--- src/verilog/charger_defs.vh ---
`ifndef CHARGER_DEFS_VH
`define CHARGER_DEFS_VH
`define SLAVE_ADDR      7'h09
`define CMD_SPEC        8'h11
`define CMD_MODE        8'h12
`define CMD_STATUS      8'h13
`define CMD_CURRENT     8'h14
`define CMD_VOLTAGE     8'h15
`define CMD_ALARM       8'h16
`define CMD_INPUT       8'h3f
`define CMD_MAKER       8'hfe
`define CMD_PART        8'hff
`define SPEC_WORD       16'h0002
`define CUR_RESET       16'h0080
`define VOLT_RESET      16'h4b00
`define INP_RESET       16'h0080
`define CUR_MASK        16'h1f80
`define CUR_MIN         16'h0080
`define CUR_MAX         16'h1f80
`define VOLT_MASK       16'h7ff0
`define VOLT_MIN        16'h0400
`define VOLT_MAX        16'h4b00
`define INP_MASK        16'h1f80
`define INP_MAX         16'h2afc
`define ALARM_MASK      16'hf800
`define MODE_INHIBIT    0
`define MODE_RESTORE    2
`define MODE_HALT_EN    10
`define ST_CHG_OFF      0
`define ST_HALT_EN      4
`define ST_CUR_OR       6
`define ST_VOLT_OR      7
`define ST_UNDERRANGE   9
`define ST_OVERTEMP     10
`define ST_ALARM        11
`define ST_LOW_INPUT    13
`define ST_PACK         14
`define ST_ADAPTER      15
`endif

--- src/verilog/smart_charger_bus_command_unit.v ---
`timescale 1ns/1ps
`include "charger_defs.vh"
module smart_charger_bus_command_unit #(
    parameter [15:0] MAKER_CODE = 16'h1234, // Arbitrary value.
    parameter [15:0] PART_CODE  = 16'h0001  // Arbitrary value.
) (
    // Clock and reset.
    input  wire        i_ref_clk,
    input  wire        i_rst_b,
    // Bus pins.
    input  wire        i_scl,
    input  wire        i_sda,
    output reg         o_sda_out,
    output reg         o_sda_oe,
    // Comparator inputs.
    input  wire        i_adapter_input_ok,
    input  wire        i_low_input,
    input  wire        i_thermistor_sense_low,
    input  wire        i_overtemp_latch,
    input  wire        i_thermistor_underrange,
    input  wire        i_battery_sense_low,
    input  wire        i_battery_sense_recovered,
    input  wire        i_supply_low,
    // Control outputs.
    output reg         o_source_switch_drive,
    output reg         o_regulator_on,
    output reg  [15:0] o_current_setting,
    output reg  [15:0] o_voltage_setting,
    output reg  [15:0] o_input_limit
);

// ****************************************************************
// Input synchronisers
// ****************************************************************

reg [9:0] s1_q;
reg [9:0] s2_q;
reg       scl_d1_q;
reg       sda_d1_q;

// All pins pass two flops; only the second stage feeds logic.
// The bus lines reset high so that reset release does not look like
// a start; comparator bits reset low and are re-read within two clocks.
always @(posedge i_ref_clk or negedge i_rst_b) begin
    if (!i_rst_b) begin
        s1_q     <= 10'h3;
        s2_q     <= 10'h3;
        scl_d1_q <= 1'b1;
        sda_d1_q <= 1'b1;
    end else begin
        s1_q     <= {i_supply_low, i_battery_sense_recovered,
                     i_battery_sense_low, i_thermistor_underrange,
                     i_overtemp_latch, i_thermistor_sense_low,
                     i_low_input, i_adapter_input_ok, i_sda, i_scl};
        s2_q     <= s1_q;
        scl_d1_q <= s2_q[0];
        sda_d1_q <= s2_q[1];
    end
end

wire scl       = s2_q[0];
wire sda       = s2_q[1];
wire adapter   = s2_q[2];
wire low_in    = s2_q[3];
wire pack      = s2_q[4];
wire hot       = s2_q[5];
wire underr    = s2_q[6];
wire battery_sense_low  = s2_q[7];
wire battery_sense_ok   = s2_q[8];
wire supply_lo = s2_q[9];
wire scl_rise  = scl & ~scl_d1_q;
wire scl_fall  = ~scl & scl_d1_q;
wire start_ev  = scl & scl_d1_q & ~sda & sda_d1_q;
wire stop_ev   = scl & scl_d1_q & sda & ~sda_d1_q;

// ****************************************************************
// Bus slave state machine
// ****************************************************************

localparam [4:0] S_IDLE = 5'b00001;
localparam [4:0] S_RX   = 5'b00010;
localparam [4:0] S_ACK  = 5'b00100;
localparam [4:0] S_TX   = 5'b01000;
localparam [4:0] S_MACK = 5'b10000;

reg [4:0]  state_q;
reg [3:0]  bit_q;
reg [7:0]  sh_q;
reg [2:0]  byte_q;
reg        rd_q;
reg [7:0]  cmd_q;
reg [7:0]  lo_q;
reg [15:0] tx_q;
reg        wr_go_q;
reg [15:0] wr_data_q;

// Read data for a command; unknown codes read as zero.
function [15:0] read_word;
    input [7:0]  c;
    input [15:0] st;
    begin
        if (c == `CMD_SPEC)
            read_word = `SPEC_WORD;
        else if (c == `CMD_STATUS)
            read_word = st;
        else if (c == `CMD_MAKER)
            read_word = MAKER_CODE;
        else if (c == `CMD_PART)
            read_word = PART_CODE;
        else
            read_word = 16'h0000;
    end
endfunction

wire [15:0] status_w;

// Word for the addressed command, latched when the read begins.
wire [15:0] rd_word = read_word(cmd_q, status_w);

// Bytes are shifted in MSB first on SCL rises; SDA changes on falls.
always @(posedge i_ref_clk or negedge i_rst_b) begin
    if (!i_rst_b) begin
        state_q   <= S_IDLE;
        bit_q     <= 4'h0;
        sh_q      <= 8'h00;
        byte_q    <= 3'h0;
        rd_q      <= 1'b0;
        cmd_q     <= 8'h00;
        lo_q      <= 8'h00;
        tx_q      <= 16'h0000;
        wr_go_q   <= 1'b0;
        wr_data_q <= 16'h0000;
        o_sda_out <= 1'b0;
        o_sda_oe  <= 1'b0;
    end else begin
        wr_go_q <= 1'b0;
        if (supply_lo) begin
            state_q  <= S_IDLE;
            o_sda_oe <= 1'b0;
        end else if (stop_ev) begin
            state_q  <= S_IDLE;
            o_sda_oe <= 1'b0;
            // Commit only a full four-byte write.
            if (!rd_q && byte_q == 3'h4) begin
                wr_go_q   <= 1'b1;
                wr_data_q <= {sh_q, lo_q};
            end
        end else if (start_ev) begin
            state_q  <= S_RX;
            bit_q    <= 4'h0;
            byte_q   <= 3'h0;
            o_sda_oe <= 1'b0;
        end else begin
            case (state_q)
                S_RX: begin
                    if (scl_rise) begin
                        sh_q  <= {sh_q[6:0], sda};
                        bit_q <= bit_q + 4'h1;
                    end else if (scl_fall && bit_q == 4'h8) begin
                        bit_q <= 4'h0;
                        if (byte_q == 3'h0 &&
                            sh_q[7:1] != `SLAVE_ADDR) begin
                            state_q <= S_IDLE;
                        end else begin
                            state_q   <= S_ACK;
                            o_sda_oe  <= 1'b1;
                            o_sda_out <= 1'b0;
                            if (byte_q == 3'h0)
                                rd_q <= sh_q[0];
                            if (byte_q == 3'h1)
                                cmd_q <= sh_q;
                            if (byte_q == 3'h2)
                                lo_q <= sh_q;
                            byte_q <= byte_q + 3'h1;
                        end
                    end
                end
                S_ACK: begin
                    if (scl_fall) begin
                        if (rd_q && byte_q == 3'h1) begin
                            // Read: low byte first.
                            tx_q      <= rd_word;
                            state_q   <= S_TX;
                            o_sda_out <= rd_word[7];
                            o_sda_oe  <= ~rd_word[7];
                        end else if (byte_q < 3'h4) begin
                            state_q  <= S_RX;
                            o_sda_oe <= 1'b0;
                        end else begin
                            state_q  <= S_IDLE;
                            o_sda_oe <= 1'b0;
                        end
                    end
                end
                S_TX: begin
                    if (scl_fall) begin
                        bit_q <= bit_q + 4'h1;
                        if (bit_q == 4'h7) begin
                            state_q  <= S_MACK;
                            o_sda_oe <= 1'b0;
                        end else begin
                            // Open drain: a one is sent by releasing SDA.
                            o_sda_out <= tx_q[6 - bit_q[2:0]];
                            o_sda_oe  <= ~tx_q[6 - bit_q[2:0]];
                        end
                    end
                end
                S_MACK: begin
                    if (scl_rise) begin
                        bit_q <= 4'h0;
                        if (sda || byte_q == 3'h2) begin
                            state_q <= S_IDLE;
                        end else begin
                            tx_q    <= {8'h00, tx_q[15:8]};
                            byte_q  <= 3'h2;
                        end
                    end else if (scl_fall) begin
                        // Only an acked low byte gets here: the high
                        // byte's first bit goes out as the ack clock ends,
                        // so the master sees it before its next rise.
                        state_q   <= S_TX;
                        o_sda_out <= tx_q[7];
                        o_sda_oe  <= ~tx_q[7];
                    end
                end
                default: begin
                    o_sda_oe <= 1'b0;
                end
            endcase
        end
    end
end

// ****************************************************************
// Command registers and charger state
// ****************************************************************

reg [15:0] cur_q;
reg [15:0] volt_q;
reg [15:0] inp_q;
reg        halt_en_q;
reg        chg_off_q;
reg        hot_q;
reg        alarm_q;
reg        cur_or_q;
reg        volt_or_q;
reg        uv_q;

// Write strobes, one clock wide, decoded from the committed command.
wire [15:0] cur_m  = wr_data_q & `CUR_MASK;
wire [15:0] volt_m = wr_data_q & `VOLT_MASK;
wire [15:0] inp_m  = wr_data_q & `INP_MASK;
wire        is_cur = wr_go_q && cmd_q == `CMD_CURRENT;
wire        is_vlt = wr_go_q && cmd_q == `CMD_VOLTAGE;
wire        is_mod = wr_go_q && cmd_q == `CMD_MODE;
wire        restore = is_mod && wr_data_q[`MODE_RESTORE];

// Supply undervoltage returns state to power-on; battery removal restores the targets, halt enable and the hot and alarm latches.
always @(posedge i_ref_clk or negedge i_rst_b) begin
    if (!i_rst_b) begin
        cur_q     <= `CUR_RESET;
        volt_q    <= `VOLT_RESET;
        inp_q     <= `INP_RESET;
        halt_en_q <= 1'b1;
        chg_off_q <= 1'b0;
        hot_q     <= 1'b0;
        alarm_q   <= 1'b0;
        cur_or_q  <= 1'b0;
        volt_or_q <= 1'b0;
        uv_q      <= 1'b0;
    end else if (supply_lo) begin
        cur_q     <= `CUR_RESET;
        volt_q    <= `VOLT_RESET;
        inp_q     <= `INP_RESET;
        halt_en_q <= 1'b1;
        chg_off_q <= 1'b0;
        hot_q     <= 1'b0;
        alarm_q   <= 1'b0;
        cur_or_q  <= 1'b0;
        volt_or_q <= 1'b0;
        uv_q      <= 1'b0;
    end else begin
        // Battery undervoltage with recovery hysteresis.
        if (battery_sense_low)
            uv_q <= 1'b1;
        else if (battery_sense_ok)
            uv_q <= 1'b0;
        if (is_cur) begin
            alarm_q <= 1'b0;
            if (wr_data_q > `CUR_MAX) begin
                cur_q    <= `CUR_MAX;
                cur_or_q <= 1'b1;
            end else begin
                cur_or_q <= 1'b0;
                if (wr_data_q != 16'h0000 && cur_m < `CUR_MIN)
                    cur_q <= `CUR_MIN;
                else
                    cur_q <= cur_m;
            end
        end
        if (is_vlt) begin
            alarm_q <= 1'b0;
            volt_or_q <= (wr_data_q > `VOLT_MAX);
            if (wr_data_q > `VOLT_MAX)
                volt_q <= `VOLT_MAX;
            else if (wr_data_q < `VOLT_MIN)
                volt_q <= 16'h0000;
            else
                volt_q <= volt_m;
        end
        if (wr_go_q && cmd_q == `CMD_INPUT)
            inp_q <= (wr_data_q > `INP_MAX) ? `INP_MAX : inp_m;
        if (wr_go_q && cmd_q == `CMD_ALARM &&
            (wr_data_q & `ALARM_MASK) != 16'h0000)
            alarm_q <= 1'b1;
        if (is_mod) begin
            chg_off_q <= wr_data_q[`MODE_INHIBIT];
            halt_en_q <= wr_data_q[`MODE_HALT_EN];
        end
        if (restore) begin
            cur_q     <= `CUR_RESET;
            volt_q    <= `VOLT_RESET;
            hot_q     <= 1'b0;
            alarm_q   <= 1'b0;
        end
        // Hot thermistor latches while a pack is present; a hot reading
        // in the same cycle as a restore write wins, so none is lost.
        if (hot && pack)
            hot_q <= 1'b1;
        // Removal wins over everything else.
        if (!pack) begin
            cur_q     <= `CUR_RESET;
            volt_q    <= `VOLT_RESET;
            halt_en_q <= 1'b1;
            hot_q     <= 1'b0;
            alarm_q   <= 1'b0;
        end
        // Other codes, including read-only ones, fall through.
    end
end

// Status word; comparator bits are live, the others are latches.
assign status_w = {adapter, pack, low_in, 1'b0, alarm_q, hot_q,
                   underr, 1'b0, volt_or_q, cur_or_q, 1'b0,
                   halt_en_q, 3'b000, chg_off_q};

// ****************************************************************
// Control outputs
// ****************************************************************

// Any one of these holds the regulator off; the hot latch only counts
// while its halt enable is set, so a host can charge a warm pack.
wire chg_ok = adapter && !low_in && !supply_lo && !alarm_q &&
              !chg_off_q && !(hot_q && halt_en_q) &&
              volt_q != 16'h0000;

// Settings are registered so the analog side sees clean levels.
always @(posedge i_ref_clk or negedge i_rst_b) begin
    if (!i_rst_b) begin
        o_source_switch_drive <= 1'b0;
        o_regulator_on        <= 1'b0;
        o_current_setting     <= `CUR_RESET;
        o_voltage_setting     <= `VOLT_RESET;
        o_input_limit         <= `INP_RESET;
    end else begin
        o_source_switch_drive <= adapter && !low_in;
        o_regulator_on        <= chg_ok;
        o_current_setting     <= (uv_q && cur_q > `CUR_MIN) ?
                                 `CUR_MIN : cur_q;
        o_voltage_setting     <= volt_q;
        o_input_limit         <= inp_q;
    end
end

endmodule

--- config.mk ---
export PLATFORM = sky130hd
export DESIGN_NAME = smart_charger_bus_command_unit
export DESIGN_NICKNAME = d
export VERILOG_FILES = /design/src/verilog/smart_charger_bus_command_unit.v
export VERILOG_INCLUDE_DIRS = /design/src /design/src/verilog
export SDC_FILE = /design/constraint.sdc
export NUM_CORES = 1
export LEC_CHECK = 0
export BUFFER_PORTS_ARGS = -buffer_cell sky130_fd_sc_hd__buf_2
export CAP_MARGIN = 25
export CORE_MARGIN = 8
export CORE_UTILIZATION = 45
export CTS_CLUSTER_DIAMETER = 150
export CTS_CLUSTER_SIZE = 20
export DETAILED_ROUTE_END_ITERATION = 16
export GPL_TIMING_DRIVEN = 0
export PLACE_DENSITY = 0.74
export SLEW_MARGIN = 20
export SYNTH_ARGS = -nofsm -noshare
export SYNTH_HDL_FRONTEND = slang
export SYNTH_SLANG_ARGS = --single-unit
--- constraint.sdc ---
create_clock -name i_ref_clk -period 6.31 [get_ports i_ref_clk]
set_input_delay 0.3155 -clock i_ref_clk [delete_from_list [all_inputs] [get_ports i_ref_clk]]
set_output_delay 0.3155 -clock i_ref_clk [all_outputs]
set_load 0.02 [all_outputs]
==> out/metrics.cfg, run 1 <==
[run_status]
status=completed

[power]
netSwitchingPower_uw=471
p_int_mw=1.75
p_leak_nw=3.72
ir_drop_mv=0.198
switching_share=0.212
comb_power_share=0.037
seq_power_share=0.443
clkPwrFrac=0.520
p_per_area_nw_per_um2=279

[setup_path]
crit_type=reg2reg
crit_path_end_kind=flop
crit_chain=buf_6, or4b_1, clkbuf_2, a21oi_1, nand2_1, or3_1, a222oi_1, mux2_2
required_ns=6.62
crit_fanout=10
critPathTopFamily=compound AO/OA/AOI/OAI gates
crit_path_max_incr_delay_ns=0.85
critPathBufInv=2
critPathSlowestCell=a222oi_1
cp.arrival_ns=3.49
startpoint_type=flop

[grt]
grt_max_degree=80
grt_pass1_vias=4828
overflow=0
grtUsageTotal=0.170
antenna_found_initial=0
grt_pass1_wl_um=25000

[routing]
via_count=4820
via_per_inst=5.50
drc=0
wl_per_cell_um=17.2
drtAntennaViolNets=0
drt_iter0_drc=393
wirelength_um=15100
drt_pass1_iterations=5

[clocking]
cts_tree=done
clkLatencyLatePin_ns=0.42
cts_resized=0
clockBufferDepth=2
clock_sinks=150
clkSlewWorstSetupHoldPaths_ns=0.06
htreeDepth=4
cts_root_buffer=clkbuf_16
cts_buffers=17

[floorplan]
die_w_um=137
core_region_area_um2=14400
die-area_um2=18800
dieHeight_um=137
ios=64
start_util=0.458
placementRows=44

[min_path]
worstHoldPathType=reg2reg

[placed_design]
gp_congestion=0.876
port_buffers=44
place_hpwl_um=10500
placedInstanceArea_um2=7170

[cells_and_area]
fill_cells=1191
areaGrowthSynthToFinish_pct=20.4
drive_gt1_frac=0.275
nets=697
stdcell_area_um2=7960
num_antenna_cells=0
utilization=0.552

[sta]
min_period_over_period=0.504
fmax_mhz=315
finalCriticalPeriod_ns=3.18
grt_setup_unrepaired=no
tightestPinTransition_ns=1.03
setup_tns_ns=0
slew_violations=0
hold_viol_final=0
finClkSkew_ns=0.00955
relSlewSlack=0.305
setup_viol=0

[synth]
synthesis.area_um2=6610
ys_seq_area_frac=0.572
avgSynthCellArea_um2=11.3
synth-main-ff-cell=dfrtp_1
synth_seq_cells=150
synthCells=585
synth_top_cell_by_area=dfrtp_1
ys_top_cells_by_area=dfrtp_1, dfstp_2, mux2_2
synth_warnings=0
synth_edf_count=0
ys_types=68
netlist.area_leader.share=0.492
ys_async_sr_fraction=1.00

[run]
drv_cap=0

==> per-layer routing <==
metal,vias to the layer above,track usage,share of wire
met4,0,0.0688,0.020
met5,-,0,0
met2,158,0.263,0.47
met1,2379,0.222,0.44
met3,31,0.0485,0.068
li1,2252,-,-
==> what timing repair did <==
action                    CTS  global route
hold buffers               11             0
buffers inserted            0             0
hold endpoints to repair   68             0
==> cells by family after synthesis <==
group	after synthesis	synth area share
multiplexers	51	0.0916
flip-flops	150	0.572
XOR/XNOR	4	0.00530
other	1	0.000567
buffers and inverters	66	0.0534
adder cells (fa/ha/maj)	6	0.0114
AND/OR/NAND/NOR	200	0.160
AO/OA/AOI/OAI	107	0.106
==> registers in the layout, indices dropped and copies added (netlist names), 7 cells and up <==
signal and count:
s2_q 10, o_voltage_setting 11, volt_q 11, tx_q 15, lo_q 8, wr_data_q 16
s1_q 10, cmd_q 8, inp_q 7, o_input_limit 7, sh_q 8
==> power by group through the flow <==
stage	Sequential (mW)	Combinational (mW)	Clock, mW
floorplan	0.999	0.0433	0
global route	0.985	0.0921	1.22
global placement	1.00	0.0728	0
detailed placement	1.00	0.0772	0
finish	0.984	0.0826	1.16
CTS	0.984	0.0830	1.18
==> worst paths after layout <==
| path | startpoint | to | slack [ns] | cells past startpoint |
|---|---|---|---|---|
| min in group asynchronous | i_rst_b | o_voltage_setting[7]$_DFF_PN0_ | 0.46 | 2 |
| max in group asynchronous | i_rst_b | halt_en_q$_DFFE_PN1P_ | 5.06 | 3 |
| worst min register to register | s1_q[8]$_DFF_PN0_ | s2_q[8]$_DFF_PN0_ | 0.35 | 0 |
| worst min-delay path | s1_q[8]$_DFF_PN0_ | s2_q[8]$_DFF_PN0_ | 0.35 | 0 |
| worst max register to register | state_q[3]$_DFFE_PN0P_ | state_q[1]$_DFFE_PN0P_ | 3.13 | 8 |
| worst max-delay path | state_q[3]$_DFFE_PN0P_ | state_q[1]$_DFFE_PN0P_ | 3.13 | 8 |
==> area by class of cell <==
type	instances	area, µm²	area share
Inverter	22	82.6	0.0104
Timing Repair Buffer	57	373	0.0469
Sequential cell	150	3780	0.475
Clock inverter	14	248	0.0311
Tap cell	184	230	0.0289
Clock buffer	18	429	0.0539
Multi-Input combinational cell	387	2550	0.320
Buffer	44	270	0.0340
==> through the flow <==
stage / total power, mW / setup WS [ns] / hold WS [ns] / std cells
after floorplan: 1.04 / 3.49 / 0.0199 / 603
after CTS: 2.24 / 3.15 / 0.351 / 876
after global placement: 1.07 / 2.95 / 0.333 / 831
after global routing: 2.30 / 2.95 / 0.354 / 876
final: 2.22 / 3.13 / 0.349 / 876
after detailed placement: 1.08 / 3.17 / 0.322 / 833
==> placed cells by master (no fill, tap or decap), types with 3 or more instances in the layout <==
| cell type | netlist | final |
|---|---|---|
| clkinvlp_4 | 0 | 4 |
| or4_1 | 4 | 4 |
| or2_2 | 5 | 5 |
| clkbuf_16 | 0 | 17 |
| bufinv_16 | 0 | 6 |
| or3_1 | 5 | 5 |
| and2_1 | 3 | 3 |
| ha_1 | 6 | 6 |
| nor4_1 | 6 | 6 |
| xor2_1 | 3 | 3 |
| inv_1 | 22 | 22 |
| nand2b_1 | 10 | 10 |
| o211ai_1 | 4 | 4 |
| clkbuf_1 | 13 | 14 |
| nor2_1 | 55 | 55 |
| a21oi_1 | 25 | 25 |
| a31oi_1 | 7 | 7 |
| o21ai_0 | 28 | 28 |
| mux4_2 | 3 | 3 |
| a32o_1 | 4 | 4 |
| conb_1 | 1 | 19 |
| nor3_1 | 26 | 26 |
| or3b_2 | 3 | 3 |
| nand3_1 | 17 | 17 |
| buf_4 | 24 | 24 |
| a22o_1 | 6 | 6 |
| buf_2 | 5 | 49 |
| a211oi_1 | 5 | 5 |
| o21a_1 | 3 | 3 |
| nand2_1 | 28 | 28 |
| dlygate4sd3_1 | 0 | 11 |
| nand4_1 | 10 | 10 |
| dfstp_2 | 20 | 20 |
| mux2_2 | 46 | 46 |
| nor2b_1 | 8 | 8 |
| and4b_1 | 3 | 3 |
| nor3b_1 | 3 | 3 |
| dfrtp_1 | 130 | 130 |
==> cell usage after synthesis, types with 7 or more instances <==
cell type	count
nor2_1	55
dfrtp_1	130
clkbuf_1	13
dfstp_2	20
o21ai_0	28
nand2_1	28
nand2b_1	10
buf_4	24
nor2b_1	8
nor3_1	26
a31oi_1	7
inv_1	22
nand4_1	10
nand3_1	17
mux2_2	46
a21oi_1	25
Note: power is estimated with default switching activity, not from simulation.
==> run 2: changes to the inputs <==
Settings changed: ABC_AREA set to 1.
Clock period 6.31 ns to 3.3 ns, I/O delays scaled along.
==> run 2 against run 1 <==
Critical path depth grew 3. Clock power grew 72%. Combinational power grew to 7.7 times the previous value. Largest power group is now registers.
==> out/metrics.cfg, run 2 <==
[run_status]
status=completed

[routing]
drt_iter0_drc=424
wirelength_um=15400
via_per_inst=4.96
drtAntennaViolNets=0
wl_per_cell_um=13.7
drc=0
via_count=5543
drt_pass1_iterations=6

[synth]
synth_warnings=0
avgSynthCellArea_um2=8.41
ys_async_sr_fraction=1.00
synth_seq_cells=150
ys_top_cells_by_area=dfrtp_1, nand2_1, dfstp_2
ys_seq_area_frac=0.545
synthCells=824
yosysMostFrequentCell=nand2_1
synthesis.area_um2=6930
netlist_top_cells_count=nand2_1, dfrtp_1, inv_1, nor2_1, o21ai_0
netlist.area_leader.share=0.469
ys_types=38
synth_edf_count=0
synth-main-ff-cell=dfrtp_1
synth_top_cell_by_area=dfrtp_1

[sta]
fmax_mhz=507
finalCriticalPeriod_ns=1.97
slew_violations=0
setup_viol=0
hold_viol_final=0
relSlewSlack=0.615
finClkSkew_ns=0.00563
grt_setup_unrepaired=no
tightestPinTransition_ns=0.571
min_period_over_period=0.597
setup_tns_ns=0

[clocking]
clockBufferDepth=2
clock_sinks=150
clkSlewWorstSetupHoldPaths_ns=0.06
post_cts_buffers=0
clkLatencyLatePin_ns=0.43
cts_buffers=17
cts_tree=done
cts_root_buffer=clkbuf_16
htreeDepth=4

[cells_and_area]
reg_top3=wr_data_q (16), tx_q (15)
final_common_cell=nand2_1
drive_gt1_frac=0.178
areaGrowthSynthToFinish_pct=18.4
multi_input_area_um2=2580
layout_common_cells=nand2_1, dfrtp_1, inv_1, nor2_1, o21ai_0
seqCellArea_um2=3780
largest_reg_flops=16
num_antenna_cells=0
nets=935
fill_cells=1362
stdcell_area_um2=8210
top_register=wr_data_q

[setup_path]
regToRegStartpoint=byte_q[0]$_DFFE_PN0P_
crit_type=reg2reg
cp.arrival_ns=2.29
required_ns=3.62
crit_fanout=10
crit_path_end_kind=flop
startpoint=byte_q[0]$_DFFE_PN0P_
startpoint_type=flop

[grt]
antenna_found_initial=0
grt_pass1_wl_um=25900
overflow=0
grt_max_degree=87
grt_pass1_vias=5251
grtUsageTotal=0.165

[power]
p_leak_nw=4.22
p_per_area_nw_per_um2=567
ir_drop_mv=0.376

[placed_design]
port_buffers=44
gp_congestion=0.890
place_hpwl_um=11000
placedInstanceArea_um2=7490

[min_path]
worstHoldPathType=in2async

[run]
drv_cap=0

[floorplan]
ios=64
placementRows=45
die-area_um2=19600
core_region_area_um2=15100
dieHeight_um=140
die_w_um=140
start_util=0.458

==> run 2: area by class of cell <==
type                       instances  share of cell area
timing repair buffer              56              0.0448
multi-input combinational        553               0.314
sequential                       150               0.461
inverter                         103              0.0471
buffer                            36              0.0313
clock inverter                    14              0.0212
clock buffer                      18              0.0523
tap                              188              0.0287
==> run 2: layer usage <==
layer,share of wire,vias up,GRT usage
met5,0,-,0
met4,0.014,0,0.0629
met3,0.055,17,0.0445
met2,0.47,147,0.258
met1,0.46,2606,0.215
li1,-,2773,-
==> run 2: repair_timing <==
action	in CTS	in global routing
hold buffers	11	0
endpoints found under the hold margin	67	0
resized for setup	0	0
==> run 2: report_power, final <==
| group | total (mW) | internal, mW | switching (mW) | leakage (nW) |
|---|---|---|---|---|
| Combinational | 0.638 | 0.207 | 0.430 | 1.96 |
| Sequential | 2.03 | 1.95 | 0.0808 | 1.97 |
| Clock | 1.99 | 1.20 | 0.789 | 0.289 |
| Total | 4.65 | 3.35 | 1.30 | 4.22 |
==> run 2: cells by family (layout without fill, tap and decap cells) <==
| logic type | Yosys count | count (layout) | share of synthesized area |
|---|---|---|---|
| other | 1 | 19 | 0.000541 |
| AO/OA/AOI/OAI | 109 | 109 | 0.0865 |
| AND/OR/NAND/NOR | 415 | 415 | 0.259 |
| buffers and inverters | 139 | 227 | 0.0928 |
| XOR/XNOR | 4 | 4 | 0.00506 |
| flip-flops | 150 | 150 | 0.545 |
| adder cells (fa/ha/maj) | 6 | 6 | 0.0108 |
==> run 2: path summary, 6_finish.rpt <==
| path | to | slack (ns) | cells past startpoint |
|---|---|---|---|
| max | lo_q[6]$_DFFE_PN0P_ | 1.33 | 11 |
| min | s1_q[7]$_DFF_PN0_ | 0.27 | 2 |
| max reg2reg | lo_q[6]$_DFFE_PN0P_ | 1.33 | 11 |
| min reg2reg | s2_q[6]$_DFF_PN0_ | 0.35 | 0 |
| max in group asynchronous | halt_en_q$_DFFE_PN1P_ | 2.24 | 3 |
| min in group i_ref_clk | s2_q[6]$_DFF_PN0_ | 0.35 | 0 |
==> run 2: per-stage QoR <==
step / hold WS [ns] / power [mW] / util / cells / setup slack (ns)
detailed placement: 0.143 / 2.68 / 0.495 / 1075 / 1.34
finish: 0.266 / 4.65 / 0.542 / 1118 / 1.33
global route: 0.309 / 4.86 / 0.542 / 1118 / 1.14
global placement: 0.271 / 2.65 / 0.492 / 1074 / -0.0175
CTS: 0.269 / 4.68 / 0.542 / 1118 / 1.31
floorplan: -0.131 / 2.50 / - / 842 / 1.63
==> run 2: critical path, cell delays in order, from the launching register on <==
cell and delay [ns]:
dfrtp_1 0.42, inv_1 0.10, ha_1 0.21, inv_1 0.07, nor2_1 0.06, nand2_1 0.14
nand2_1 0.15, nor3_4 0.29, nand2_4 0.13, buf_6 0.17, nand2_1 0.07, o21ai_2 0.05
